## src/pkg/hfeqr_regs.vh

```
// Constants for the high-band envelope quantisation and refinement engine.
// Notes on behaviour
// - Super-wide envelope: 14 dims low, 12 high.
// - Full band adds four bands, same start.
// - Energy control gamma is 0.55 on super-wide bands.
// - Low rate copies 2..129 twice, 80..143 once.
// - High rate copies 2..129, then 2..120.
// - High rate stage one: evens plus 11.
// - Even residuals split three plus four, concatenated.
// - Odd values predicted from reconstructed even neighbours.
// - Odd errors split in two three-element halves.
// - Full band extras minus fixed means, one index.
// - Indices leave in stage order, extra last.
// - Five displacement weights as printed.
// - Low rate maps to bands 27..38.
// - High rate maps to bands 30..38.
// - Full band adds bands 39..42 from last three.
// - Norm sum over low bands, all in full band.
// - Refine only when some high band has bits.
// - Delta is original minus mapped norm, else zero.
// - Delta width 2..5, sent as width minus two.
// - Deltas saturate to 31 and -32.
// - Updated norm is mapped norm plus delta.
// - Trim one bit from bands above three, top down.
// - Low band count is 27 low, 30 high.
`ifndef HFEQR_REGS_VH
`define HFEQR_REGS_VH
`define HFEQR_DIMS_LO 5'h0e
`define HFEQR_DIMS_HI 5'h0c
`define HFEQR_LBC_LO 6'h1b
`define HFEQR_LBC_HI 6'h1e
`define HFEQR_NB_SWB 6'h27
`define HFEQR_NB_FB 6'h2b
`define HFEQR_FB_FIRST 6'h27
`define HFEQR_GAMMA 16'h8ccd
`define HFEQR_W0 17'h04000
`define HFEQR_W1 17'h05600
`define HFEQR_W2 17'h08000
`define HFEQR_W3 17'h0aa00
`define HFEQR_W4 17'h0c000
`define HFEQR_WONE 17'h10000
`define HFEQR_MEAN0 16'h0dc0
`define HFEQR_MEAN1 16'h064a
`define HFEQR_MEAN2 16'h03b3
`define HFEQR_NORM_RND 35'h000800000
`define HFEQR_NORM_SHIFT 24
`define HFEQR_DMAX 6'h1f
`define HFEQR_DMIN 6'h20
`define HFEQR_TRIM_FLOOR 8'h03
`define HFEQR_WMIN 3'h2
`define HFEQR_WMAX 3'h5
`define HFEQR_SRC_A 10'h002
`define HFEQR_SRC_A_END 10'h0ef
`define HFEQR_SRC_B 10'h050
`define HFEQR_SRC_B_END 10'h08f
`define HFEQR_SRC_C_END 10'h0e6
`define HFEQR_LO0_ST 10'h140
`define HFEQR_LO0_END 10'h1bf
`define HFEQR_LO1_ST 10'h1c0
`define HFEQR_LO1_END 10'h23f
`define HFEQR_LO2_ST 10'h240
`define HFEQR_LO2_END 10'h27f
`define HFEQR_HI0_ST 10'h180
`define HFEQR_HI0_END 10'h1ff
`define HFEQR_HI1_ST 10'h200
`define HFEQR_HI1_END 10'h276
`endif

```

## src/hw/hfeqr_core.v

```verilog
// High-band envelope copy map, split VQ sequencing, remap, deltas and trim.
`timescale 1ns/100ps
`include "hfeqr_regs.vh"
module hfeqr_core #(
  parameter ENV_W = 16,
  parameter NORM_W = 8,
  parameter BITS_W = 8
) (
  input wire mclk,
  input wire reset_n,
  input wire start,
  input wire high_rate,
  input wire full_band_mode,
  input wire env_wr,
  input wire env_sel,
  input wire [4:0] env_addr,
  input wire [ENV_W-1:0] env_data,
  input wire band_wr,
  input wire [5:0] band_addr,
  input wire [7:0] band_len,
  input wire [NORM_W-1:0] band_norm,
  input wire [BITS_W-1:0] band_bits,
  output reg copy_valid,
  output reg [9:0] copy_src,
  output reg [9:0] copy_dst,
  output reg vq_valid,
  input wire vq_ready,
  output reg [2:0] vq_stage,
  output reg [2:0] vq_elem,
  output reg [ENV_W-1:0] vq_target,
  input wire [ENV_W-1:0] vq_hat,
  input wire [4:0] vq_index,
  output reg idx_valid,
  output reg [4:0] idx_data,
  output reg [23:0] norm_sum,
  output reg delta_valid,
  output reg [5:0] delta_band,
  output reg [5:0] delta_value,
  output reg [NORM_W-1:0] norm_updated,
  output reg [2:0] delta_bit_width,
  output reg [1:0] width_code,
  input wire [5:0] alloc_rd_addr,
  output reg [BITS_W-1:0] alloc_rd_data,
  output wire [15:0] energy_control_gamma,
  output wire busy,
  output reg done,
  output reg refined,
  output reg trim_error
);
  localparam [2:0] ST_IDLE = 3'h0;
  localparam [2:0] ST_COPY = 3'h1;
  localparam [2:0] ST_VQ = 3'h2;
  localparam [2:0] ST_SUM = 3'h3;
  localparam [2:0] ST_MAP = 3'h4;
  localparam [2:0] ST_TRIM = 3'h5;

  reg [2:0] state_reg;
  reg hr_reg;
  reg fb_reg;
  reg [1:0] seg_reg;
  reg [2:0] j_reg;
  reg [5:0] band_reg;
  reg any_high_reg;
  reg [5:0] cnt_reg;
  reg [2:0] maxw_reg;
  reg [8:0] need_reg;
  reg dec_seen_reg;
  reg signed [ENV_W-1:0] f_mem [0:16];
  reg signed [ENV_W-1:0] ehat_mem [0:16];
  reg [7:0] len_mem [0:42];
  reg signed [NORM_W-1:0] norm_mem [0:42];
  reg [BITS_W-1:0] alloc_mem [0:42];

  // Energy control runs upstream; this block supplies its gain.
  assign energy_control_gamma = `HFEQR_GAMMA;
  assign busy = (state_reg != ST_IDLE);

  // Envelope length and band counts follow rate and bandwidth.
  wire [4:0] dims = hr_reg ? `HFEQR_DIMS_HI : `HFEQR_DIMS_LO;
  wire [5:0] lbc = hr_reg ? `HFEQR_LBC_HI : `HFEQR_LBC_LO;
  wire [5:0] nb = fb_reg ? `HFEQR_NB_FB : `HFEQR_NB_SWB;

  function [39:0] copy_seg;
    input hr;
    input [1:0] seg;
    begin
      case ({hr, seg})
        3'h0: copy_seg = {`HFEQR_SRC_A, `HFEQR_SRC_A_END,
                          `HFEQR_LO0_ST, `HFEQR_LO0_END};
        3'h1: copy_seg = {`HFEQR_SRC_A, `HFEQR_SRC_A_END,
                          `HFEQR_LO1_ST, `HFEQR_LO1_END};
        3'h2: copy_seg = {`HFEQR_SRC_B, `HFEQR_SRC_B_END,
                          `HFEQR_LO2_ST, `HFEQR_LO2_END};
        3'h4: copy_seg = {`HFEQR_SRC_A, `HFEQR_SRC_A_END,
                          `HFEQR_HI0_ST, `HFEQR_HI0_END};
        3'h5: copy_seg = {`HFEQR_SRC_A, `HFEQR_SRC_C_END,
                          `HFEQR_HI1_ST, `HFEQR_HI1_END};
        default: copy_seg = 40'h0;
      endcase
    end
  endfunction

  // Returns {first index, second index, first weight, second weight}.
  function [43:0] map_sel;
    input hr;
    input [5:0] band;
    input [4:0] d;
    begin
      if (band >= `HFEQR_FB_FIRST) begin
        // Bands 39..42 carry 3, 0, 1 and 2 in their low two bits.
        case (band[1:0])
          2'h3: map_sel = {d, d, `HFEQR_WONE, 17'h0};
          2'h0: map_sel = {d, d + 5'h01, `HFEQR_W0, `HFEQR_W4};
          2'h1: map_sel = {d + 5'h01, d + 5'h02, `HFEQR_W2, `HFEQR_W2};
          default: map_sel = {d + 5'h02, d + 5'h02, `HFEQR_WONE, 17'h0};
        endcase
      end else begin
        case ({hr, band})
          7'h1b: map_sel = {5'h00, 5'h01, `HFEQR_W1, `HFEQR_W3};
          7'h1c: map_sel = {5'h01, 5'h02, `HFEQR_W1, `HFEQR_W3};
          7'h1d: map_sel = {5'h03, 5'h03, `HFEQR_WONE, 17'h0};
          7'h1e: map_sel = {5'h04, 5'h05, `HFEQR_W3, `HFEQR_W1};
          7'h1f: map_sel = {5'h05, 5'h06, `HFEQR_W3, `HFEQR_W1};
          7'h20: map_sel = {5'h06, 5'h07, `HFEQR_W1, `HFEQR_W3};
          7'h21: map_sel = {5'h07, 5'h08, `HFEQR_W1, `HFEQR_W3};
          7'h22: map_sel = {5'h08, 5'h09, `HFEQR_W1, `HFEQR_W3};
          7'h23: map_sel = {5'h09, 5'h0a, `HFEQR_W1, `HFEQR_W3};
          7'h24: map_sel = {5'h0a, 5'h0b, `HFEQR_W0, `HFEQR_W4};
          7'h25: map_sel = {5'h0c, 5'h0c, `HFEQR_WONE, 17'h0};
          7'h26: map_sel = {5'h0d, 5'h0d, `HFEQR_WONE, 17'h0};
          7'h5e: map_sel = {5'h01, 5'h01, `HFEQR_WONE, 17'h0};
          7'h5f: map_sel = {5'h02, 5'h03, `HFEQR_W3, `HFEQR_W1};
          7'h60: map_sel = {5'h03, 5'h04, `HFEQR_W3, `HFEQR_W1};
          7'h61: map_sel = {5'h04, 5'h05, `HFEQR_W1, `HFEQR_W3};
          7'h62: map_sel = {5'h05, 5'h06, `HFEQR_W1, `HFEQR_W3};
          7'h63: map_sel = {5'h07, 5'h07, `HFEQR_WONE, 17'h0};
          7'h64: map_sel = {5'h08, 5'h09, `HFEQR_W4, `HFEQR_W0};
          7'h65: map_sel = {5'h09, 5'h0a, `HFEQR_W4, `HFEQR_W0};
          7'h66: map_sel = {5'h0a, 5'h0b, `HFEQR_W0, `HFEQR_W4};
          default: map_sel = 44'h0;
        endcase
      end
    end
  endfunction

  // Copy address stream.
  wire [39:0] seg_w = copy_seg(hr_reg, seg_reg);
  wire [1:0] seg_last = hr_reg ? 2'h1 : 2'h2;
  wire copy_seg_end = copy_valid && (copy_dst == seg_w[9:0]);
  wire [39:0] seg_nx = copy_seg(hr_reg, seg_reg + 2'h1);

  // Split VQ sequencing: stage 0 evens plus 11, 1..2 even residual
  // halves, 3..4 odd prediction error halves, 5 full band extras.
  wire [2:0] stg = vq_stage;
  wire vq_take = vq_valid && vq_ready;
  wire vq_last = (stg == 3'h0 && j_reg == 3'h6) ||
    (stg == 3'h1 && j_reg == 3'h2) || (stg == 3'h2 && j_reg == 3'h6) ||
    (stg == 3'h3 && j_reg == 3'h2) || (stg == 3'h4 && j_reg == 3'h5) ||
    (stg == 3'h5 && j_reg == 3'h2);
  wire [4:0] epos = (j_reg == 3'h6) ? 5'h0b : {1'b0, j_reg, 1'b0};
  wire [4:0] opos = (j_reg == 3'h0) ? 5'h01 : {1'b0, j_reg, 1'b0} - 5'h01;
  wire [4:0] opos_lo = (j_reg == 3'h0) ? 5'h00 : opos - 5'h01;
  wire [4:0] opos_hi = (j_reg == 3'h0) ? 5'h00 : opos + 5'h01;
  wire signed [ENV_W:0] pred_sum = ehat_mem[opos_lo] + ehat_mem[opos_hi];
  wire signed [ENV_W-1:0] pred = pred_sum[ENV_W:1];
  wire [4:0] fbpos = dims + {2'h0, j_reg};
  reg signed [ENV_W-1:0] mean_w;
  reg [2:0] ns;
  reg [2:0] nj;
  reg vq_more;
  reg [4:0] tpos;
  reg signed [ENV_W-1:0] tsub;

  always @* begin
    case (j_reg[1:0])
      2'h0: mean_w = `HFEQR_MEAN0;
      2'h1: mean_w = `HFEQR_MEAN1;
      default: mean_w = `HFEQR_MEAN2;
    endcase
    vq_more = 1'b1;
    ns = stg;
    nj = j_reg + 3'h1;
    if (state_reg != ST_VQ) begin
      ns = hr_reg ? 3'h0 : 3'h5;
      nj = 3'h0;
      vq_more = hr_reg || fb_reg;
    end else if (vq_last) begin
      ns = stg + 3'h1;
      nj = (stg == 3'h1 || stg == 3'h3) ? 3'h3 : 3'h0;
      vq_more = (stg < 3'h4) || (stg == 3'h4 && fb_reg);
    end
  end

  // Target of the element presented next, built from stored values.
  wire [4:0] nepos = (nj == 3'h6) ? 5'h0b : {1'b0, nj, 1'b0};
  wire [4:0] nopos = (nj == 3'h0) ? 5'h01 : {1'b0, nj, 1'b0} - 5'h01;
  wire [4:0] nolo = (nj == 3'h0) ? 5'h00 : nopos - 5'h01;
  wire [4:0] nohi = (nj == 3'h0) ? 5'h00 : nopos + 5'h01;
  wire signed [ENV_W:0] npsum = ehat_mem[nolo] + ehat_mem[nohi];
  reg signed [ENV_W-1:0] nmean;
  always @* begin
    case (nj[1:0])
      2'h0: nmean = `HFEQR_MEAN0;
      2'h1: nmean = `HFEQR_MEAN1;
      default: nmean = `HFEQR_MEAN2;
    endcase
    tpos = nepos;
    tsub = {ENV_W{1'b0}};
    case (ns)
      3'h1, 3'h2: tsub = ehat_mem[nepos];
      3'h3, 3'h4: begin
        tpos = nopos;
        tsub = npsum[ENV_W:1];
      end
      3'h5: begin
        tpos = dims + {2'h0, nj};
        tsub = nmean;
      end
      default: tsub = {ENV_W{1'b0}};
    endcase
  end
  wire signed [ENV_W:0] tdiff = f_mem[tpos] - tsub;

  // Remap, delta and updated norm of the band in hand.
  wire [43:0] msel = map_sel(hr_reg, band_reg, dims);
  wire signed [ENV_W+18:0] macc =
    ehat_mem[msel[43:39]] * $signed({1'b0, msel[33:17]}) +
    ehat_mem[msel[38:34]] * $signed({1'b0, msel[16:0]}) +
    $signed(`HFEQR_NORM_RND);
  wire [NORM_W-1:0] norm_map =
    macc[`HFEQR_NORM_SHIFT+NORM_W-1:`HFEQR_NORM_SHIFT];
  wire [NORM_W:0] dlt = {norm_mem[band_reg][NORM_W-1], norm_mem[band_reg]} -
    {norm_map[NORM_W-1], norm_map};
  wire has_bits = (alloc_mem[band_reg] != {BITS_W{1'b0}});
  wire ovp = !dlt[NORM_W] && (dlt[NORM_W-1:5] != {(NORM_W-5){1'b0}});
  wire ovn = dlt[NORM_W] && (dlt[NORM_W-1:5] != {(NORM_W-5){1'b1}});
  wire [5:0] dsat = !has_bits ? 6'h00 : ovp ? `HFEQR_DMAX :
    ovn ? `HFEQR_DMIN : dlt[5:0];
  wire [2:0] wreq = (dsat[5:1] == {5{dsat[5]}}) ? `HFEQR_WMIN :
    (dsat[5:2] == {4{dsat[5]}}) ? 3'h3 :
    (dsat[5:3] == {3{dsat[5]}}) ? 3'h4 : `HFEQR_WMAX;
  wire [2:0] maxw_n = (has_bits && wreq > maxw_reg) ? wreq : maxw_reg;
  wire [5:0] cnt_n = cnt_reg + {5'h00, has_bits};
  wire [8:0] need_n = {3'h0, cnt_n} * {6'h00, maxw_n};

  // Trim and norm sum helpers.
  wire trim_take = (state_reg == ST_TRIM) && (need_reg != 9'h000) &&
    (alloc_mem[band_reg] > `HFEQR_TRIM_FLOOR);
  wire [8:0] need_left = need_reg - {8'h00, trim_take};
  wire sum_use = fb_reg || (band_reg < lbc);
  wire signed [16:0] sum_term = $signed({1'b0, len_mem[band_reg]}) *
    norm_mem[band_reg];
  wire any_high_n = any_high_reg || (band_reg >= lbc && has_bits);

  always @(posedge mclk) begin
    if (env_wr && !env_sel) begin
      f_mem[env_addr] <= env_data;
    end
    if (env_wr && env_sel) begin
      ehat_mem[env_addr] <= env_data;
    end else if (vq_take) begin
      case (stg)
        3'h0: ehat_mem[epos] <= vq_hat;
        3'h1, 3'h2: ehat_mem[epos] <= ehat_mem[epos] + vq_hat;
        3'h3, 3'h4: if (j_reg != 3'h0) begin
          ehat_mem[opos] <= pred + vq_hat;
        end
        default: ehat_mem[fbpos] <= vq_hat + mean_w;
      endcase
    end
    if (band_wr) begin
      len_mem[band_addr] <= band_len;
      norm_mem[band_addr] <= band_norm;
      alloc_mem[band_addr] <= band_bits;
    end else if (trim_take) begin
      alloc_mem[band_reg] <= alloc_mem[band_reg] - 1'b1;
    end
    alloc_rd_data <= alloc_mem[alloc_rd_addr];
  end

  always @(posedge mclk) begin
    if (!reset_n) begin
      state_reg <= ST_IDLE;
      hr_reg <= 1'b0;
      fb_reg <= 1'b0;
      seg_reg <= 2'h0;
      j_reg <= 3'h0;
      band_reg <= 6'h00;
      any_high_reg <= 1'b0;
      cnt_reg <= 6'h00;
      maxw_reg <= `HFEQR_WMIN;
      need_reg <= 9'h000;
      dec_seen_reg <= 1'b0;
      copy_valid <= 1'b0;
      copy_src <= 10'h000;
      copy_dst <= 10'h000;
      vq_valid <= 1'b0;
      vq_stage <= 3'h0;
      vq_elem <= 3'h0;
      vq_target <= {ENV_W{1'b0}};
      idx_valid <= 1'b0;
      idx_data <= 5'h00;
      norm_sum <= 24'h000000;
      delta_valid <= 1'b0;
      delta_band <= 6'h00;
      delta_value <= 6'h00;
      norm_updated <= {NORM_W{1'b0}};
      delta_bit_width <= `HFEQR_WMIN;
      width_code <= 2'h0;
      done <= 1'b0;
      refined <= 1'b0;
      trim_error <= 1'b0;
    end else begin
      done <= 1'b0;
      idx_valid <= 1'b0;
      delta_valid <= 1'b0;
      case (state_reg)
        ST_IDLE: if (start) begin
          hr_reg <= high_rate;
          fb_reg <= full_band_mode;
          seg_reg <= 2'h0;
          copy_valid <= 1'b1;
          copy_src <= `HFEQR_SRC_A;
          copy_dst <= high_rate ? `HFEQR_HI0_ST : `HFEQR_LO0_ST;
          refined <= 1'b0;
          trim_error <= 1'b0;
          state_reg <= ST_COPY;
        end
        ST_COPY: begin
          copy_dst <= copy_dst + 10'h001;
          copy_src <= (copy_src == seg_w[29:20]) ? seg_w[39:30] :
            copy_src + 10'h001;
          if (copy_seg_end) begin
            seg_reg <= seg_reg + 2'h1;
            copy_src <= seg_nx[39:30];
            copy_dst <= seg_nx[19:10];
            if (seg_reg == seg_last) begin
              copy_valid <= 1'b0;
              vq_valid <= vq_more;
              vq_stage <= ns;
              j_reg <= nj;
              vq_elem <= nj;
              vq_target <= tdiff[ENV_W-1:0];
              state_reg <= vq_more ? ST_VQ : ST_SUM;
              band_reg <= 6'h00;
              norm_sum <= 24'h000000;
              any_high_reg <= 1'b0;
            end
          end
        end
        ST_VQ: if (vq_take) begin
          if (vq_last) begin
            idx_valid <= 1'b1;
            idx_data <= vq_index;
          end
          vq_valid <= vq_more;
          vq_stage <= ns;
          j_reg <= nj;
          vq_elem <= (ns == 3'h2 || ns == 3'h4) ? nj - 3'h3 : nj;
          vq_target <= tdiff[ENV_W-1:0];
          if (!vq_more) begin
            state_reg <= ST_SUM;
          end
        end
        ST_SUM: begin
          if (sum_use) begin
            norm_sum <= norm_sum + {{7{sum_term[16]}}, sum_term};
          end
          any_high_reg <= any_high_n;
          band_reg <= band_reg + 6'h01;
          if (band_reg == nb - 6'h01) begin
            band_reg <= lbc;
            cnt_reg <= 6'h00;
            maxw_reg <= `HFEQR_WMIN;
            state_reg <= any_high_n ? ST_MAP : ST_IDLE;
            done <= !any_high_n;
          end
        end
        ST_MAP: begin
          delta_valid <= 1'b1;
          delta_band <= band_reg;
          delta_value <= dsat;
          norm_updated <= norm_map + {{(NORM_W-6){dsat[5]}}, dsat};
          cnt_reg <= cnt_n;
          maxw_reg <= maxw_n;
          band_reg <= band_reg + 6'h01;
          if (band_reg == nb - 6'h01) begin
            refined <= 1'b1;
            delta_bit_width <= maxw_n;
            width_code <= maxw_n[1:0] - 2'h2;
            need_reg <= need_n;
            dec_seen_reg <= 1'b0;
            band_reg <= nb - 6'h01;
            state_reg <= ST_TRIM;
          end
        end
        ST_TRIM: begin
          need_reg <= need_left;
          dec_seen_reg <= dec_seen_reg || trim_take;
          band_reg <= band_reg - 6'h01;
          if (need_left == 9'h000) begin
            state_reg <= ST_IDLE;
            done <= 1'b1;
          end else if (band_reg == 6'h00) begin
            band_reg <= nb - 6'h01;
            dec_seen_reg <= 1'b0;
            if (!dec_seen_reg && !trim_take) begin
              trim_error <= 1'b1;
              state_reg <= ST_IDLE;
              done <= 1'b1;
            end
          end
        end
        default: state_reg <= ST_IDLE;
      endcase
    end
  end
endmodule

```

## config.mk

```make
export PLATFORM = sky130hd
export DESIGN_NAME = hfeqr_core
export DESIGN_NICKNAME = d
export VERILOG_FILES = /design/src/hw/hfeqr_core.v
export VERILOG_INCLUDE_DIRS = /design/src /design/src/pkg
export SDC_FILE = /design/constraint.sdc
export NUM_CORES = 2
export LEC_CHECK = 0
export BUFFER_PORTS_ARGS = -buffer_cell sky130_fd_sc_hd__buf_2
export CORE_MARGIN = 1.5
export CORE_UTILIZATION = 59
export CTS_BUF_LIST = sky130_fd_sc_hd__clkbuf_8
export CTS_CLUSTER_DIAMETER = 30
export DETAILED_ROUTE_END_ITERATION = 7
export GPL_TIMING_DRIVEN = 0
export PLACE_DENSITY = 0.79
export SLEW_MARGIN = 20
export SYNTH_ARGS = -nofsm -noshare
export SYNTH_HDL_FRONTEND = slang
export SYNTH_SLANG_ARGS = --single-unit
```

## constraint.sdc

```tcl
create_clock -name mclk -period 15.4 [get_ports mclk]
set_input_delay 1.54 -clock mclk [delete_from_list [all_inputs] [get_ports mclk]]
set_output_delay 1.54 -clock mclk [all_outputs]
set_load 0.05 [all_outputs]
```

---- Word-level counts from Yosys, hierarchy flattened ----
Memories as Yosys holds them, arrays and structs flattened. A register that Yosys moved wholly into a read port is not among the register bits.
Index checks and enable logic that the tools add are counted.
storage, ports and cells
  register bits ........................... 139
  bits in writable memories ............... 1,576
  input port bits ......................... 87
  output and inout port bits .............. 128
  memories kept ........................... 5
cells by class
  $add $sub $neg .......................... 34
  $mul .................................... 4
  magnitude comparators ................... 6
  equal/unequal tests ..................... 74
  mux-type cells .......................... 164
  bitwise gates (word level) .............. 1
  reductions and logical operators ........ 85
memories
  memory     depth  bits a word  read ports  clocked after memory_dff  wr ports  line             source
  alloc_mem  43     8            2           2                         1         hfeqr_core.v:72  reg [BITS_W-1:0] alloc_mem [0:42];
  len_mem    43     8            1           1                         1         hfeqr_core.v:70  reg [7:0] len_mem [0:42];
  norm_mem   43     8            1           1                         1         hfeqr_core.v:71  reg signed [NORM_W-1:0] norm_mem [0:42];
  ehat_mem   17     16           8           0                         1         hfeqr_core.v:69  reg signed [ENV_W-1:0] ehat_mem [0:16];
  f_mem      17     16           1           0                         1         hfeqr_core.v:68  reg signed [ENV_W-1:0] f_mem [0:16];
operator list
  cell                                                                    number
  43-bit case mux with 20 select lines                                    1
  37-bit case mux with 5 select lines                                     2
  44-bit case mux with 3 select lines                                     1
  16-bit 2-to-1 mux                                                       7
  6-bit 2-to-1 mux                                                        17
  3-bit 2-to-1 mux                                                        29
  24-bit 2-to-1 mux                                                       3
  16-bit by 18-bit multiplier with 32-bit output                          2
  7-bit equality test (second input constant)                             9
  1-bit 2-to-1 mux                                                        54
  10-bit 2-to-1 mux                                                       5
  7-bit by 6-bit equality test with 1-bit output (second input constant)  7
  16-bit adder                                                            3
  12-bit case mux with 2 select lines                                     2
  16-bit case mux with 3 select lines                                     1
  24-bit case mux with 2 select lines                                     1
  16-bit OR reduction                                                     3
  5-bit 2-to-1 mux                                                        9
  44-bit 2-to-1 mux                                                       1
  10-bit case mux with 2 select lines                                     2
  3-bit equality test (second input constant)                             13
  7-bit by 5-bit equality test with 1-bit output (second input constant)  5
  16-bit by 16-bit adder with 17-bit output                               2
  32-bit by 25-bit adder with 32-bit output (second input constant)       1
  77 further kinds                                                        188

---- Logic depth before layout (Yosys ltp) ----
An unclocked memory read counts as a cell.
  word-level depth ........................ 24
  mapped depth ............................ 73
  depth with buffers taken out ............ 69

---- Worst setup path after synthesis ----
Ideal clock, no wire load.
  path kind ............................... register to register
  start point ............................. reg band_reg[1]
  end point ............................... reg need_reg[8]
  arrival ................................. 15.046 ns
  required time ........................... 15.268 ns
  setup slack ............................. 0.221 ns
  stages on the path, launching flop included .. 67
  buffers on the path ..................... 6
  period minus slack after synthesis ...... 15.179 ns
  cells stage by stage .................... dfxtp_1 clkbuf_1 inv_1 ha_1 buf_1 mux2_2 a32oi_1 o211ai_1 o21ai_1 buf_2 buf_2 buf_2 clkbuf_1 nand2_1 a311oi_1 a21oi_1 a211oi_1 a21oi_1 [... 31 more ...] o22a_1 ha_1 inv_1 a21o_1 a21oi_1 a31oi_1 nand2_1 mux2i_2 nand2_1 fa_1 inv_1 ha_1 fa_1 a21o_1 a21oi_1 nor2b_1 o21ai_0 a211oi_1
on the way
  longest elaborated chain between the ends .. 24
  elaborated cells between the ends (all ways) .. 58
  classes of those cells .................. add/sub (3); mul (3); order compare (2); eq/ne (29); mux (12); reduce/logical (8); memory (1)
ends and longest elaborated chain
  item                                                                                          line                                source
  start, declared                                                                               hfeqr_core.v:62                     reg [5:0] band_reg;
  start signal, assigned                                                                        hfeqr_core.v:370                    band_reg <= band_reg + 6'h01;
  start signal, assigned                                                                        hfeqr_core.v:372                    band_reg <= lbc;
  start signal, assigned                                                                        hfeqr_core.v:386                    band_reg <= band_reg + 6'h01;
  7-bit equality test / 7-bit by 6-bit equality test with 1-bit output (equally long branches)  hfeqr_core.v:118                    case ({hr, band})
  2-bit OR reduction (no source line)                                                           --
  43-bit case mux with 20 select lines                                                          hfeqr_core.v:118
  44-bit 2-to-1 mux                                                                             hfeqr_core.v:109                    if (band >= `HFEQR_FB_FIRST) begin
  memory read 17 x 16 bit                                                                       --
  16-bit by 18-bit multiplier with 32-bit output (on tied branches)                             hfeqr_core.v:227, hfeqr_core.v:228
  32-bit adder                                                                                  hfeqr_core.v:227                    ehat_mem[msel[43:39]] * $signed({1'b0, msel[33:17]}) +
  32-bit by 25-bit adder with 32-bit output                                                     hfeqr_core.v:227
  [... 7 more ...]                                                                              --
  1-bit 2-to-1 mux (no source line)                                                             --
  3-bit 2-to-1 mux (no source line) (2 in a row)                                                --
  3-bit > comparator                                                                            hfeqr_core.v:242                    wire [2:0] maxw_n = (has_bits && wreq > maxw_reg) ? wreq : maxw_reg;
  1-bit logical AND                                                                             hfeqr_core.v:242
  3-bit 2-to-1 mux                                                                              hfeqr_core.v:242
  6-bit by 3-bit multiplier with 9-bit output                                                   hfeqr_core.v:244                    wire [8:0] need_n = {3'h0, cnt_n} * {6'h00, maxw_n};
  9-bit 2-to-1 mux                                                                              hfeqr_core.v:387                    if (band_reg == nb - 6'h01) begin
  9-bit case mux with 2 select lines                                                            hfeqr_core.v:317                    case (state_reg)
  end signal, assigned                                                                          hfeqr_core.v:391                    need_reg <= need_n;
  end signal, assigned                                                                          hfeqr_core.v:398                    need_reg <= need_left;
  end, declared                                                                                 hfeqr_core.v:66                     reg [8:0] need_reg;
Several ways; a longest one is shown, not always the timed one. The select of a mux whose other input is x is not followed.
A chain may end at the register's enable or synchronous reset.

---- Final worst setup path ----
  start point ............................. reg band_reg[1]
  end point ............................... reg need_reg[7]
Same word-level chain as after synthesis.

==> flow_summary_export.csv <==
group,metric,value,unit
run_status,outcome,"finished with violations",
run_status,violations,"negative setup slack",
synthesis,synthArstFlopShare,0,%
global_routing,grt_first_pass_wirelength,539000,um
global_routing,grt-ovfl-total,0,
cells_and_area,layout-drive-gt1-share,21.8,%
synthesis,ys.flop_type,"edfxtp_1",
cells_and_area,fin_util,68.9,%
cells_and_area,nNetsFinal,9587,
floorplanning,ioPinCount,215,
sta,setup_ws,-0.246,ns
floorplanning,dieHeight,414,um
sta,tns,-0.729,ns
global_routing,antenna_found_initial,24,
clock_tree,clk_latency,1.13,ns
placement,port_buffers,193,
sta,maxSlewViolCount,0,
clock_tree,clk_pin_slew,0.06,ns
detailed_routing,finalWirelength,386000,um
cells_and_area,areaGrowthSynthToFinish,15.8,%
global_routing,grt_pass1_vias,77797,
floorplanning,core_area,168000,um2
clock_tree,hold_buffers,0,
hold_path,hp-class,"reg -> reg",
clock_tree,clockBufferDepth,4,
sta,finalCriticalPeriod,15.65,ns
placement,gp_congestion,1.10,
sta,relSlewSlack,9.49,%
sta,post-route-period-util,102,%
cells_and_area,fillers,11366,
setup_path,cpPeakStageDelay,0.57,ns
floorplanning,die_area,172000,um2
cells_and_area,reg_top3,"alloc_mem: 344 flops, len_mem: 344 flops, norm_mem: 344 flops",
setup_path,critPathArrivalTime,16.63,ns
synthesis,syn_area_per_cell,12.3,um2
clock_tree,cts_tree,"yes",
synthesis,ys_warn_count,0,
synthesis,yosysUniqueCellTypes,93,
sta,hold_ws,0.450,ns
sta,finalSetupViolCount,4,
synthesis,postSynthCellCount,8100,
detailed_routing,remaining_drc_errors,0,
setup_path,critPathKind,"reg -> reg",
global_routing,grt_max_degree,44,
floorplanning,start_util,59.5,%
detailed_routing,drt_iter0_drc,12798,
detailed_routing,wl_per_cell,34.1,um
detailed_routing,num_vias,79996,
job,cap_violations,0,
sta,clock_skew,0.112,ns
sta,max_freq,63.9,MHz
sta,worst_slew_pin_slew,1.35,ns
clock_tree,cts_buffers,348,
setup_path,worstPathRequired,16.38,ns
clock_tree,cts.sinks,1728,
synthesis,synth-edff-count,1576,
detailed_routing,drtPass1Iterations,7,
synthesis,syn-cell-area,99700,um2
placement,dpl_worst_slack,-3.95,ns
setup_path,cpMaxStageDelayCell,"or4_4",
global_routing,grt_use_total,43.8,%
clock_tree,cts_max_level,5,
detailed_routing,ant_nets,0,
floorplanning,die_w,414,um
detailed_routing,vias_per_cell,7.07,
synthesis,ys_seq_elements,1728,
sta,final_hold_viol_count,0,
sta,rsz0062_at_grt,"yes",
placement,hpwl,267000,um
floorplanning,rows,150,
clock_tree,cts-root-buf,"clkbuf_8",
setup_path,timing.critical_path.mode_cell,"fa_1",
setup_path,cp-start-kind,"register",
synthesis,seq_area_frac_synth,50.5,%
setup_path,cp-end-kind,"register",
setup_path,critPathMaxFanout,7,
==> layout by cell type, fill, tap and decap left out, types with 140 or more instances in the layout <==
cell         n
nor2_1     391
a21oi_1    326
edfxtp_1  1576
o21ai_0    237
fa_1       248
buf_2      249
dfxtp_1    148
clkbuf_1   230
mux4_2     485
and3_1     140
clkbuf_8   370
mux2i_1    267
nand2_1   1125
inv_1      544
ha_1       387
a211oi_1   142
==> logic make-up after synthesis <==
family | Yosys count | synth area share [%]
buffers and inverters | 989 | 3.93
AOI/OAI and AO/OA | 1423 | 9.34
adders and majority gates | 659 | 10.2
xor gates and xnor gates | 162 | 1.42
and+or+nand+nor | 2351 | 10.6
other | 2 | 0.00753
DFF | 1728 | 50.5
muxes | 786 | 14.0
==> worst paths after layout <==
kind / from / endpoint / slack (ns) / cells after the start
worst max-delay path: band_reg[1] / need_reg[7] / -0.25 / 71
worst min-delay path: vq_target[7] / vq_target[7] / 0.45 / 2
worst max register to register: band_reg[1] / need_reg[7] / -0.25 / 71
worst min register to register: vq_target[7] / vq_target[7] / 0.45 / 2
==> stage by stage <==
step           std cells  area [um2]
2_1_floorplan       8114       99800
3_3_place_gp       10511      104000
3_5_place_dp       10593      106000
4_1_cts            11245      114000
5_1_grt            11310      116000
6_report           11315      116000
==> metal layers <==
metal,track usage (%),vias up,share of wire [%]
li1,-,31878,-
met1,54.6,38861,33
met2,64.5,7394,43
met3,14.7,1849,14
met4,31.4,14,9.1
met5,0,-,0.025
==> cell usage after synthesis (16+ instances only) <==
cell	n	share of area, %
xnor2_1	118	1.0
mux4_2	485	11
a22oi_1	22	0.17
and3_1	147	0.92
mux2i_1	269	2.7
nor2_1	475	1.8
o21ai_0	266	1.3
buf_4	26	0.20
buf_1	89	0.33
o21a_1	19	0.14
nand2b_1	35	0.22
inv_1	486	1.8
o22ai_1	16	0.10
mux2_2	30	0.34
a221oi_1	34	0.30
a21o_1	40	0.30
dfxtp_1	152	3.1
or3_1	36	0.23
o31ai_1	22	0.17
clkbuf_1	314	1.2
a211oi_1	162	1.2
edfxtp_1	1576	47
nand3_1	139	0.70
nor3_1	65	0.33
a311oi_1	102	0.90
and2_1	125	0.78
fa_1	256	5.1
nand4_1	16	0.10
buf_2	59	0.30
xor2_1	44	0.39
o21ai_1	17	0.085
a21oi_1	368	1.8
o32ai_1	20	0.18
nor3b_1	26	0.20
o211ai_1	71	0.53
ha_1	403	5.1
o21bai_1	34	0.26
o221ai_1	16	0.14
nand2_1	1135	4.3
a31oi_1	107	0.67
or2_2	46	0.29
nor2b_1	52	0.33
==> timing repair <==
item,in CTS,in global routing
gates cloned,0,1
setup endpoints to repair,29,7
gates resized for setup,342,206
pin swaps,33,106
buffers inserted,51,55
==> final cells by class <==
type | instances | area (um2) | area share, %
Antenna cell | 13 | 32.5 | 0.0282
Timing Repair Buffer | 383 | 3320 | 2.88
Buffer | 487 | 2730 | 2.36
Sequential cell | 1728 | 50400 | 43.6
Inverter | 496 | 1870 | 1.62
Multi-Input combinational cell | 5397 | 47400 | 41.0
Tap cell | 2204 | 2760 | 2.39
Clock buffer | 358 | 4930 | 4.26
Clock inverter | 249 | 2100 | 1.82
==> critical path, delay by kind of cell, from the launching register on <==
family / cells / cell delay [ns]
and+or+nand+nor: 11 / 1.93
buffers and inverters: 16 / 1.91
DFF: 1 / 0.39
AOI/OAI and AO/OA: 26 / 4.54
xor gates and xnor gates: 2 / 0.44
adders and majority gates: 14 / 5.69
muxes: 2 / 0.59
Power is not shown: default switching activity piles up to over one toggle a cycle in this logic, so the estimate is an artifact.
